### src/core/fms_cfg.svh
// Purpose: offsets, field positions and reset values of the follower scaling block
// Assumes: 32-bit AXI4-Lite words, 8-bit byte address
// Notes: one aligned word per register
`ifndef FMS_CFG_SVH
`define FMS_CFG_SVH
`define FMS_ADDR_W 8
`define FMS_OFF_MODE 8'h00
`define FMS_OFF_UREF 8'h04
`define FMS_OFF_LEAD_LINES 8'h08
`define FMS_OFF_FOL_LINES 8'h0C
`define FMS_OFF_FB_LINES 8'h10
`define FMS_OFF_MAX_RPM 8'h14
`define FMS_OFF_TRAVERSE 8'h18
`define FMS_OFF_LAY_PITCH 8'h1C
`define FMS_OFF_PROFILE 8'h20
`define FMS_OFF_LEAD_POS 8'h24
`define FMS_OFF_FOL_POS 8'h28
`define FMS_OFF_FOL_EU 8'h2C
`define FMS_OFF_STATUS 8'h30
`define FMS_UREF_MSB 23
`define FMS_DP_MSB 27
`define FMS_DP_LSB 24
`define FMS_RST_UREF 24'h000000
`define FMS_RST_DP 4'h3
`define FMS_RST_LEAD_LINES 32'h000003E8
`define FMS_RST_FOL_LINES 32'h000003E8
`define FMS_RST_FB_LINES 32'h0000003C
`define FMS_RST_MAX_RPM 32'h000007D0
`define FMS_RST_TRAVERSE 32'h00000000
`define FMS_RST_LAY_PITCH 32'h00000000
`define FMS_DIV_STEPS 6'h37
`define FMS_RESP_OKAY 2'h0
`define FMS_RESP_SLVERR 2'h2
`endif

### src/core/fms_pkg.sv
// Purpose: types shared by the follower scaling block
// Assumes: nothing beyond SystemVerilog
// Notes: mode codes are the values software writes
package fms_pkg;
  typedef enum logic [1:0] {
    FMS_DIRECT = 2'b00,
    FMS_STANDARD = 2'b01,
    FMS_LAY_ADJ = 2'b11
  } fms_mode_t;

  typedef enum logic [1:0] {
    FMS_SC_IDLE = 2'b00,
    FMS_SC_RUN = 2'b01,
    FMS_SC_DONE = 2'b10
  } fms_sc_state_t;

  typedef struct packed {
    fms_mode_t mode;
    logic [3:0] dp;
    logic [23:0] uref;
    logic [31:0] lead_lines;
    logic [31:0] fol_lines;
    logic [31:0] fb_lines;
    logic [31:0] max_rpm;
  } fms_cfg_t;
endpackage

### src/core/fms_line_counter.sv
// Purpose: signed count of encoder lines from one quadrature pair
// Assumes: phase inputs synchronous to aclk
// Notes: one count per rising edge of phase a; clear wins over a count
`timescale 1ns/1ps
module fms_line_counter (
  input wire logic aclk,
  input wire logic aresetn,
  input wire logic phase_a,
  input wire logic phase_b,
  input wire logic clear,
  output logic [31:0] count
);
  logic a_q;

  always_ff @(posedge aclk) begin
    if (!aresetn) begin
      a_q <= 1'b0;
    end else begin
      a_q <= phase_a;
    end
  end

  always_ff @(posedge aclk) begin
    if (!aresetn) begin
      count <= 32'h00000000;
    end else if (clear) begin
      count <= 32'h00000000;
    end else if (phase_a && !a_q) begin
      // b low on the a edge means forward travel
      count <= phase_b ? count - 32'h00000001 : count + 32'h00000001;
    end
  end
endmodule

### src/core/fms_eu_scaler.sv
// Purpose: lines times unit reference divided by lines per unit
// Assumes: start is a one-cycle pulse while idle
// Notes: restoring divide, one quotient bit a cycle; zero divisor flagged
`timescale 1ns/1ps
`include "fms_cfg.svh"
module fms_eu_scaler (
  input wire logic aclk,
  input wire logic aresetn,
  input wire logic start,
  input wire logic [31:0] lines,
  input wire logic [23:0] uref,
  input wire logic [31:0] divisor,
  output logic busy,
  output logic div_zero,
  output logic [31:0] result
);
  fms_pkg::fms_sc_state_t state_q;
  logic neg_q;
  logic [55:0] dvd_q;
  logic [32:0] rem_q;
  logic [31:0] dsr_q;
  logic [5:0] cnt_q;
  logic [31:0] mag;
  logic [32:0] rem_sh;
  logic fits;

  always_comb begin
    mag = lines[31] ? 32'h00000000 - lines : lines;
    rem_sh = {rem_q[31:0], dvd_q[55]};
    fits = rem_sh >= {1'b0, dsr_q};
  end

  assign busy = state_q != fms_pkg::FMS_SC_IDLE;

  always_ff @(posedge aclk) begin
    if (!aresetn) begin
      state_q <= fms_pkg::FMS_SC_IDLE;
      neg_q <= 1'b0;
      dvd_q <= 56'h00000000000000;
      rem_q <= 33'h000000000;
      dsr_q <= 32'h00000000;
      cnt_q <= 6'h00;
      div_zero <= 1'b0;
      result <= 32'h00000000;
    end else begin
      case (state_q)
        fms_pkg::FMS_SC_IDLE: begin
          if (start) begin
            neg_q <= lines[31];
            dvd_q <= mag * {32'h00000000, uref};
            rem_q <= 33'h000000000;
            dsr_q <= divisor;
            cnt_q <= `FMS_DIV_STEPS;
            state_q <= fms_pkg::FMS_SC_RUN;
          end
        end
        fms_pkg::FMS_SC_RUN: begin
          rem_q <= fits ? rem_sh - {1'b0, dsr_q} : rem_sh;
          dvd_q <= {dvd_q[54:0], fits};
          cnt_q <= cnt_q - 6'h01;
          if (cnt_q == 6'h00) begin
            state_q <= fms_pkg::FMS_SC_DONE;
          end
        end
        fms_pkg::FMS_SC_DONE: begin
          div_zero <= dsr_q == 32'h00000000;
          result <= neg_q ? 32'h00000000 - dvd_q[31:0] : dvd_q[31:0];
          state_q <= fms_pkg::FMS_SC_IDLE;
        end
        default: begin
          state_q <= fms_pkg::FMS_SC_IDLE;
        end
      endcase
    end
  end
endmodule

### src/core/fms_top.sv
// Purpose: follower mode selection, scaling setup and position monitors
// Assumes: AXI4-Lite master, encoder phases synchronous to aclk
// Notes: engineering-unit values are paired with the decimal position
//
// Operation
// - mode value 1 picks follower standard, value 3 picks follower lay adjusted.
// - after reset the mode holds follower standard.
// - lay adjusted takes one lay pitch off the profile length, otherwise both options match.
// - the same mode setting also offers direct mode.
// - home set clears the lead position count.
// - home set clears the follower position count.
// - the lead position count is readable as a monitor.
// - the follower position count is readable as a monitor.
// - the unit reference carries a decimal position, reset value 0 with three decimals.
// - every engineering-unit value is given with that decimal position.
// - lead lines per reel holds lead lines per reel turn or traverse, reset 1000.
// - follower lines per unit holds follower lines per reference distance, reset 1000.
// - feedback lines per rev holds feedback encoder resolution, reset 60.
// - follower max rpm holds shaft rpm at top follower speed, reset 2000.
//
// Our own choices: the AXI4-Lite slave port and the address map.
`timescale 1ns/1ps
`include "fms_cfg.svh"
module fms_top (
  input wire logic aclk,
  input wire logic aresetn,
  input wire logic [7:0] s_axi_awaddr,
  input wire logic [2:0] s_axi_awprot,
  input wire logic s_axi_awvalid,
  output logic s_axi_awready,
  input wire logic [31:0] s_axi_wdata,
  input wire logic [3:0] s_axi_wstrb,
  input wire logic s_axi_wvalid,
  output logic s_axi_wready,
  output logic [1:0] s_axi_bresp,
  output logic s_axi_bvalid,
  input wire logic s_axi_bready,
  input wire logic [7:0] s_axi_araddr,
  input wire logic [2:0] s_axi_arprot,
  input wire logic s_axi_arvalid,
  output logic s_axi_arready,
  output logic [31:0] s_axi_rdata,
  output logic [1:0] s_axi_rresp,
  output logic s_axi_rvalid,
  input wire logic s_axi_rready,
  input wire logic lead_a,
  input wire logic lead_b,
  input wire logic feedback_a,
  input wire logic feedback_b,
  input wire logic home_set,
  output logic follower_mode,
  output logic lay_adjusted,
  output logic direct_mode,
  output logic [3:0] decimal_pos,
  output logic [31:0] profile_length,
  output logic [31:0] follower_eu
);
  fms_pkg::fms_cfg_t cfg_q;
  logic [31:0] traverse_q;
  logic [31:0] lay_pitch_q;
  logic [31:0] lead_pos;
  logic [31:0] fol_pos;
  logic sc_busy;
  logic sc_div_zero;
  logic sc_start_q;

  // write channel state
  logic aw_hold_q;
  logic aw_hold_d;
  logic [7:0] aw_addr_q;
  logic w_hold_q;
  logic w_hold_d;
  logic [31:0] w_data_q;
  logic [3:0] w_strb_q;
  logic aw_take;
  logic w_take;
  logic do_write;
  logic bvalid_d;
  logic wr_hit;

  // read channel state
  logic ar_take;
  logic rvalid_d;
  logic [31:0] rd_word;
  logic rd_hit;

  function automatic logic [31:0] fms_merge(
    input logic [31:0] old_word,
    input logic [31:0] new_word,
    input logic [3:0] strb
  );
    logic [31:0] m;
    m = old_word;
    for (int i = 0; i < 4; i++) begin
      if (strb[i]) begin
        m[i*8 +: 8] = new_word[i*8 +: 8];
      end
    end
    return m;
  endfunction

  logic [31:0] wr_word;
  logic [31:0] old_word;

  // position counters, cleared by home set
  fms_line_counter u_lead_cnt (
    .aclk(aclk),
    .aresetn(aresetn),
    .phase_a(lead_a),
    .phase_b(lead_b),
    .clear(home_set),
    .count(lead_pos)
  );

  fms_line_counter u_fol_cnt (
    .aclk(aclk),
    .aresetn(aresetn),
    .phase_a(feedback_a),
    .phase_b(feedback_b),
    .clear(home_set),
    .count(fol_pos)
  );

  // follower lines to engineering units, refreshed continuously
  fms_eu_scaler u_scaler (
    .aclk(aclk),
    .aresetn(aresetn),
    .start(sc_start_q),
    .lines(fol_pos),
    .uref(cfg_q.uref),
    .divisor(cfg_q.fol_lines),
    .busy(sc_busy),
    .div_zero(sc_div_zero),
    .result(follower_eu)
  );

  always_ff @(posedge aclk) begin
    if (!aresetn) begin
      sc_start_q <= 1'b0;
    end else begin
      sc_start_q <= !sc_busy && !sc_start_q;
    end
  end

  // write address and data taken in either order
  always_comb begin
    aw_take = s_axi_awvalid && s_axi_awready;
    w_take = s_axi_wvalid && s_axi_wready;
    do_write = aw_hold_q && w_hold_q && !s_axi_bvalid;
    aw_hold_d = aw_take ? 1'b1 : (do_write ? 1'b0 : aw_hold_q);
    w_hold_d = w_take ? 1'b1 : (do_write ? 1'b0 : w_hold_q);
    bvalid_d = do_write ? 1'b1 : ((s_axi_bready && s_axi_bvalid) ? 1'b0 : s_axi_bvalid);
  end

  always_ff @(posedge aclk) begin
    if (!aresetn) begin
      aw_hold_q <= 1'b0;
      w_hold_q <= 1'b0;
      s_axi_awready <= 1'b0;
      s_axi_wready <= 1'b0;
      s_axi_bvalid <= 1'b0;
    end else begin
      aw_hold_q <= aw_hold_d;
      w_hold_q <= w_hold_d;
      s_axi_awready <= !aw_hold_d;
      s_axi_wready <= !w_hold_d;
      s_axi_bvalid <= bvalid_d;
    end
  end

  always_ff @(posedge aclk) begin
    if (!aresetn) begin
      aw_addr_q <= 8'h00;
      w_data_q <= 32'h00000000;
      w_strb_q <= 4'h0;
    end else begin
      if (aw_take) begin
        aw_addr_q <= {s_axi_awaddr[7:2], 2'b00};
      end
      if (w_take) begin
        w_data_q <= s_axi_wdata;
        w_strb_q <= s_axi_wstrb;
      end
    end
  end

  // old value of the addressed writable word, for byte lanes
  always_comb begin
    wr_hit = 1'b1;
    case (aw_addr_q)
      `FMS_OFF_MODE: old_word = {30'h00000000, cfg_q.mode};
      `FMS_OFF_UREF: old_word = {4'h0, cfg_q.dp, cfg_q.uref};
      `FMS_OFF_LEAD_LINES: old_word = cfg_q.lead_lines;
      `FMS_OFF_FOL_LINES: old_word = cfg_q.fol_lines;
      `FMS_OFF_FB_LINES: old_word = cfg_q.fb_lines;
      `FMS_OFF_MAX_RPM: old_word = cfg_q.max_rpm;
      `FMS_OFF_TRAVERSE: old_word = traverse_q;
      `FMS_OFF_LAY_PITCH: old_word = lay_pitch_q;
      default: begin
        old_word = 32'h00000000;
        wr_hit = 1'b0;
      end
    endcase
    wr_word = fms_merge(old_word, w_data_q, w_strb_q);
  end

  always_ff @(posedge aclk) begin
    if (!aresetn) begin
      s_axi_bresp <= `FMS_RESP_OKAY;
    end else if (do_write) begin
      s_axi_bresp <= wr_hit ? `FMS_RESP_OKAY : `FMS_RESP_SLVERR;
    end
  end

  // mode setting; code 2 is not a mode and leaves the setting unchanged
  always_ff @(posedge aclk) begin
    if (!aresetn) begin
      cfg_q.mode <= fms_pkg::FMS_STANDARD;
    end else if (do_write && aw_addr_q == `FMS_OFF_MODE) begin
      case (wr_word[1:0])
        2'b01: cfg_q.mode <= fms_pkg::FMS_STANDARD;
        2'b11: cfg_q.mode <= fms_pkg::FMS_LAY_ADJ;
        2'b00: cfg_q.mode <= fms_pkg::FMS_DIRECT;
        default: cfg_q.mode <= cfg_q.mode;
      endcase
    end
  end

  // unit reference value with its decimal position
  always_ff @(posedge aclk) begin
    if (!aresetn) begin
      cfg_q.uref <= `FMS_RST_UREF;
      cfg_q.dp <= `FMS_RST_DP;
    end else if (do_write && aw_addr_q == `FMS_OFF_UREF) begin
      cfg_q.uref <= wr_word[`FMS_UREF_MSB:0];
      cfg_q.dp <= wr_word[`FMS_DP_MSB:`FMS_DP_LSB];
    end
  end

  // scaling settings
  always_ff @(posedge aclk) begin
    if (!aresetn) begin
      cfg_q.lead_lines <= `FMS_RST_LEAD_LINES;
      cfg_q.fol_lines <= `FMS_RST_FOL_LINES;
      cfg_q.fb_lines <= `FMS_RST_FB_LINES;
      cfg_q.max_rpm <= `FMS_RST_MAX_RPM;
    end else if (do_write) begin
      case (aw_addr_q)
        `FMS_OFF_LEAD_LINES: cfg_q.lead_lines <= wr_word;
        `FMS_OFF_FOL_LINES: cfg_q.fol_lines <= wr_word;
        `FMS_OFF_FB_LINES: cfg_q.fb_lines <= wr_word;
        `FMS_OFF_MAX_RPM: cfg_q.max_rpm <= wr_word;
        default: begin
        end
      endcase
    end
  end

  // traverse and lay pitch in follower lines
  always_ff @(posedge aclk) begin
    if (!aresetn) begin
      traverse_q <= `FMS_RST_TRAVERSE;
      lay_pitch_q <= `FMS_RST_LAY_PITCH;
    end else if (do_write) begin
      if (aw_addr_q == `FMS_OFF_TRAVERSE) begin
        traverse_q <= wr_word;
      end
      if (aw_addr_q == `FMS_OFF_LAY_PITCH) begin
        lay_pitch_q <= wr_word;
      end
    end
  end

  // profile length; lay adjusted drops one lay pitch, floored at zero
  always_ff @(posedge aclk) begin
    if (!aresetn) begin
      profile_length <= 32'h00000000;
    end else if (cfg_q.mode == fms_pkg::FMS_LAY_ADJ) begin
      profile_length <= (traverse_q > lay_pitch_q) ? traverse_q - lay_pitch_q : 32'h00000000;
    end else begin
      profile_length <= traverse_q;
    end
  end

  // mode flags and decimal position for the motion logic
  always_ff @(posedge aclk) begin
    if (!aresetn) begin
      follower_mode <= 1'b0;
      lay_adjusted <= 1'b0;
      direct_mode <= 1'b0;
      decimal_pos <= 4'h0;
    end else begin
      follower_mode <= cfg_q.mode != fms_pkg::FMS_DIRECT;
      lay_adjusted <= cfg_q.mode == fms_pkg::FMS_LAY_ADJ;
      direct_mode <= cfg_q.mode == fms_pkg::FMS_DIRECT;
      decimal_pos <= cfg_q.dp;
    end
  end

  // read channel: one read at a time, answer one cycle after address
  always_comb begin
    ar_take = s_axi_arvalid && s_axi_arready;
    rvalid_d = ar_take ? 1'b1 : ((s_axi_rready && s_axi_rvalid) ? 1'b0 : s_axi_rvalid);
  end

  always_comb begin
    rd_hit = 1'b1;
    case ({s_axi_araddr[7:2], 2'b00})
      `FMS_OFF_MODE: rd_word = {30'h00000000, cfg_q.mode};
      `FMS_OFF_UREF: rd_word = {4'h0, cfg_q.dp, cfg_q.uref};
      `FMS_OFF_LEAD_LINES: rd_word = cfg_q.lead_lines;
      `FMS_OFF_FOL_LINES: rd_word = cfg_q.fol_lines;
      `FMS_OFF_FB_LINES: rd_word = cfg_q.fb_lines;
      `FMS_OFF_MAX_RPM: rd_word = cfg_q.max_rpm;
      `FMS_OFF_TRAVERSE: rd_word = traverse_q;
      `FMS_OFF_LAY_PITCH: rd_word = lay_pitch_q;
      `FMS_OFF_PROFILE: rd_word = profile_length;
      `FMS_OFF_LEAD_POS: rd_word = lead_pos;
      `FMS_OFF_FOL_POS: rd_word = fol_pos;
      `FMS_OFF_FOL_EU: rd_word = follower_eu;
      `FMS_OFF_STATUS: rd_word = {24'h000000, cfg_q.dp, sc_div_zero, lay_adjusted, direct_mode,
                                  follower_mode};
      default: begin
        rd_word = 32'h00000000;
        rd_hit = 1'b0;
      end
    endcase
  end

  always_ff @(posedge aclk) begin
    if (!aresetn) begin
      s_axi_arready <= 1'b0;
      s_axi_rvalid <= 1'b0;
    end else begin
      s_axi_arready <= !rvalid_d;
      s_axi_rvalid <= rvalid_d;
    end
  end

  always_ff @(posedge aclk) begin
    if (!aresetn) begin
      s_axi_rdata <= 32'h00000000;
      s_axi_rresp <= `FMS_RESP_OKAY;
    end else if (ar_take) begin
      s_axi_rdata <= rd_word;
      s_axi_rresp <= rd_hit ? `FMS_RESP_OKAY : `FMS_RESP_SLVERR;
    end
  end

endmodule

### config.mk
export PLATFORM = sky130hd
export DESIGN_NAME = fms_top
export DESIGN_NICKNAME = d
export VERILOG_FILES = /design/src/core/fms_pkg.sv /design/src/core/fms_line_counter.sv /design/src/core/fms_eu_scaler.sv /design/src/core/fms_top.sv
export VERILOG_INCLUDE_DIRS = /design/src /design/src/core
export SDC_FILE = /design/constraint.sdc
export NUM_CORES = 2
export LEC_CHECK = 0
export BUFFER_PORTS_ARGS = -buffer_cell sky130_fd_sc_hd__clkbuf_2
export CAP_MARGIN = 20
export CORE_MARGIN = 8
export CORE_UTILIZATION = 55
export DETAILED_ROUTE_END_ITERATION = 12
export GPL_TIMING_DRIVEN = 0
export PLACE_DENSITY = 0.78
export SYNTH_ARGS = -nofsm -noshare
export SYNTH_HDL_FRONTEND = slang
export SYNTH_HIERARCHICAL = 1
export SYNTH_SLANG_ARGS = --single-unit
### constraint.sdc
create_clock -name aclk -period 17.1 [get_ports aclk]
set_input_delay 0 -clock aclk [delete_from_list [all_inputs] [get_ports aclk]]
set_output_delay 0 -clock aclk [all_outputs]
set_load 0.01 [all_outputs]
==> flow_metrics.py <==
metrics = {
    "worst_setup_path": {
        "path_buf_inv": 9,
        "cp-end-kind": "register",
        "crit_family": "adder cells",
        "critical_path_required_ps": 17600,
        "worstSetupStartpointType": "register",
        "crit_type": "reg -> reg",
        "slowest_stage": "xnor2_1",
        "crit_path_max_incr_delay_ps": 960,
        "path_max_fanout": 14,
        "crit_path_frequent_cell": "fa_1",
        "arrival_ps": 12270,
    },
    "floorplan": {
        "die_y_um": 340,
        "fp.dieW_um": 340,
        "die-area_um2": 116000,
        "num_io_pins": 182,
        "initial_core_util_pct": 55.2,
        "row_count": 119,
        "coreArea_um2": 105000,
    },
    "cells_and_area": {
        "final_nets": 8323,
        "syn_to_final_growth_pct": 9.48,
        "fill_cells": 9379,
        "fin_area_um2": 63300,
        "drive_gt1_share_pct": 5.92,
    },
    "drt": {
        "firstDrtPassIters": 8,
        "wirelength_um": 257000,
        "postRouteAntennaNets": 0,
        "vias_per_cell": 6.29,
        "routedWlPerCell_um": 29.4,
        "drtIter0Drc": 6011,
        "vias": 55000,
        "drc_errors": 0,
    },
    "pwr": {
        "power_density_nw_per_um2": 73.3,
        "switching_share_pct": 38.9,
        "irDropWorstVdd_v": 0.000154,
        "combPwrFrac_pct": 37.9,
        "clkPwrFrac_pct": 30.3,
        "p_seq_share_pct": 31.8,
        "power.switching_mw": 1.80,
        "p_int_mw": 2.84,
        "leakage_nw": 27.6,
    },
    "placed_design": {
        "placed_area_um2": 60500,
        "dp.final_hpwl_um": 208000,
        "routabilityCongestion": 1.09,
        "io_buffers": 169,
    },
    "timing": {
        "hold_viol_final": 0,
        "finalSetupTns_ps": 0,
        "worst_pin_slew_ps": 1420,
        "drv_slew": 0,
        "slew_headroom_pct": 5.54,
        "fmax_mhz": 85.0,
        "rsz0062_at_grt": "no",
        "min_period_over_period_pct": 68.8,
        "fin_skew_ps": 27.9,
        "timing.hold.ws_ps": 90.6,
        "setup_violations": 0,
        "period_minus_slack_ps": 11770,
    },
    "logic_synthesis": {
        "synthFlopType": "dfxtp_1",
        "netlist_area_um2": 57800,
        "yosysSeqAreaShare_pct": 19.8,
        "synth_cells": 6967,
        "ys_types": 99,
        "synth_top_area_share_pct": 22.9,
        "ys_warn_count": 6,
        "synth-seq-cells": 573,
        "yosys-top-cells-area": "fa_1, dfxtp_1, nand2_1",
        "syn_area_per_cell_um2": 8.30,
        "synth_area_leader_cell": "fa_1",
        "synth_edf_count": 0,
        "async_flop_share_pct": 0,
    },
    "clock_tree": {
        "clock_latency_ps": 670,
        "cts_hold_buf": 65,
        "cts_buffers": 59,
        "cts_resized": 0,
        "cts_root_buffer": "clkbuf_16",
        "clk_path_buf_depth": 3,
        "htreeDepth": 2,
        "cts_tree": "built",
        "numClockSinks": 573,
        "postCtsSetupBuffers": 0,
        "cts.clk_slew.worst_paths_ps": 70,
    },
    "global_routing": {
        "antenna_found_initial": 25,
        "grt_pass1_vias": 55200,
        "grt_pass1_wl_um": 371000,
        "grt_max_degree": 38,
        "grt_use_total_pct": 43.1,
        "overflow": 0,
    },
    "outcome": {
        "status": "finished, final reports clean",
    },
    "worst_hold_path": {
        "hold_class": "in -> reg",
    },
    "flow_run": {
        "maxCapViolations": 0,
    },
}
## state kept, by name, indices dropped and copies added, names as in the netlist, 2 cells and up
name / flops
lay_pitch_q: 32
u_scaler/result: 32
u_fol_cnt/count: 32
u_lead_cnt/count: 32
w_data_q: 32
cfg_q: 158
profile_length: 32
u_scaler/cnt_q: 6
s_axi_rdata: 32
decimal_pos: 4
u_scaler/rem_q: 32
aw_addr_q: 6
u_scaler/state_q: 2
w_strb_q: 4
traverse_q: 32
u_scaler/dsr_q: 32
u_scaler/dvd_q: 56
## worst min-delay path, delay by kind of cell
family / cells / cell delay [ps]
compound gates: 1 / 140
simple gates: 2 / 490
buf+inv: 1 / 90
## cell type report
class	count	area (um2)	share of cell area, %
timing repair buffer	252	1650	2.61
clock buffer	77	1670	2.63
buffer	425	1700	2.68
tap	1391	1740	2.75
sequential	573	11500	18.1
clock inverter	34	368	0.581
antenna	18	45.0	0.0711
multi-input combinational	5119	41500	65.5
inverter	851	3190	5.04
## cell families (layout without fill, tap and decap cells)
group	Yosys count	after routing	share of synthesized area, %
AOI/OAI and AO/OA	1559	1559	18.5
xor gates and xnor gates	190	190	2.88
adders and majority gates	972	972	29.6
buffers and inverters	1276	1639	8.46
DFF	573	573	19.8
muxes	92	92	2.21
other	1	20	0.00648
and+or+nand+nor	2304	2304	18.5
## synth_stat cells (13+ instances only)
master       n
o21a_1      20
mux4_2      27
xor2_1      84
fa_1       662
nand3_1     77
nor2_1     167
mux2_2      15
and3_1      40
a31oi_1     45
a21boi_0   242
nor3_1      40
a21o_1     108
a221oi_1    63
nor2b_1     71
mux2i_1     50
o21ai_0    174
dfxtp_1    573
o21bai_1    25
a21oi_2     13
a22oi_1    118
inv_1      850
a211oi_1    83
buf_2       26
nor4_1      26
buf_1       20
o41ai_1     14
or3_1       24
nand2_1   1325
a22o_1      65
o22ai_1     21
xnor2_1    106
nand3b_1    14
a21oi_1    382
or4_1       15
clkbuf_1   364
nand4_1     33
and2_1     399
ha_1       310
o211ai_1    26
nand2b_1    29
o31ai_1     20
## cell usage in the layout, fill, tap and decap left out, drive strengths merged, types with 30 or more instances in the layout
master,count
a31oi,47
fa,662
clkbuf,613
a221oi,64
nor2b,71
nor2,168
ha,310
nor3,41
nand2b,30
o21ai,184
a21o,110
and2,401
dfxtp,573
buf,76
nand3,77
nand4,33
dlygate4sd3,65
a21boi,243
a22o,65
inv,853
a211oi,85
mux2i,50
and3,42
a21oi,395
a22oi,118
xor2,84
xnor2,106
nand2,1325
## power groups by stage
| stage | Combinational, mW | Sequential [mW] | Clock (mW) |
|---|---|---|---|
| final | 1.76 | 1.48 | 1.40 |
| after global routing | 1.87 | 1.48 | 1.45 |
| after CTS | 1.71 | 1.47 | 1.40 |
| after detailed placement | 1.69 | 1.50 | 0 |
| after global placement | 1.66 | 1.50 | 0 |
| after floorplan | 1.23 | 1.46 | 0 |
## stage by stage
step / instances / power [mW] / utilization [%] / setup slack (ps)
after floorplan: 6968 / 2.69 / - / 7990
after global routing: 8726 / 4.80 / 60.4 / 5150
final: 8740 / 4.64 / 60.4 / 5330
after CTS: 8716 / 4.58 / 60.3 / 5590
after detailed placement: 8540 / 3.19 / 57.8 / 5630
after global placement: 8528 / 3.16 / 57.6 / 5580
## worst paths after layout
| path | end | start | slack [ps] | depth (start not counted) |
|---|---|---|---|---|
| worst max-delay path | u_scaler/dvd_q[55] | u_fol_cnt/count[0] | 5330 | 33 |
| worst min-delay path | s_axi_rdata[0] | s_axi_arvalid | 90 | 4 |
| worst max register to register | u_scaler/dvd_q[55] | u_fol_cnt/count[0] | 5330 | 33 |
| worst min register to register | sc_start_q | sc_start_q | 430 | 1 |
## layer usage
metal | routed length, um | track usage, %
met4 | 30200 | 39.6
met1 | 87600 | 47.7
met3 | 26800 | 12.1
met2 | 112000 | 67.1
met5 | 93 | 0
Note: power is estimated with default switching activity, not from simulation.
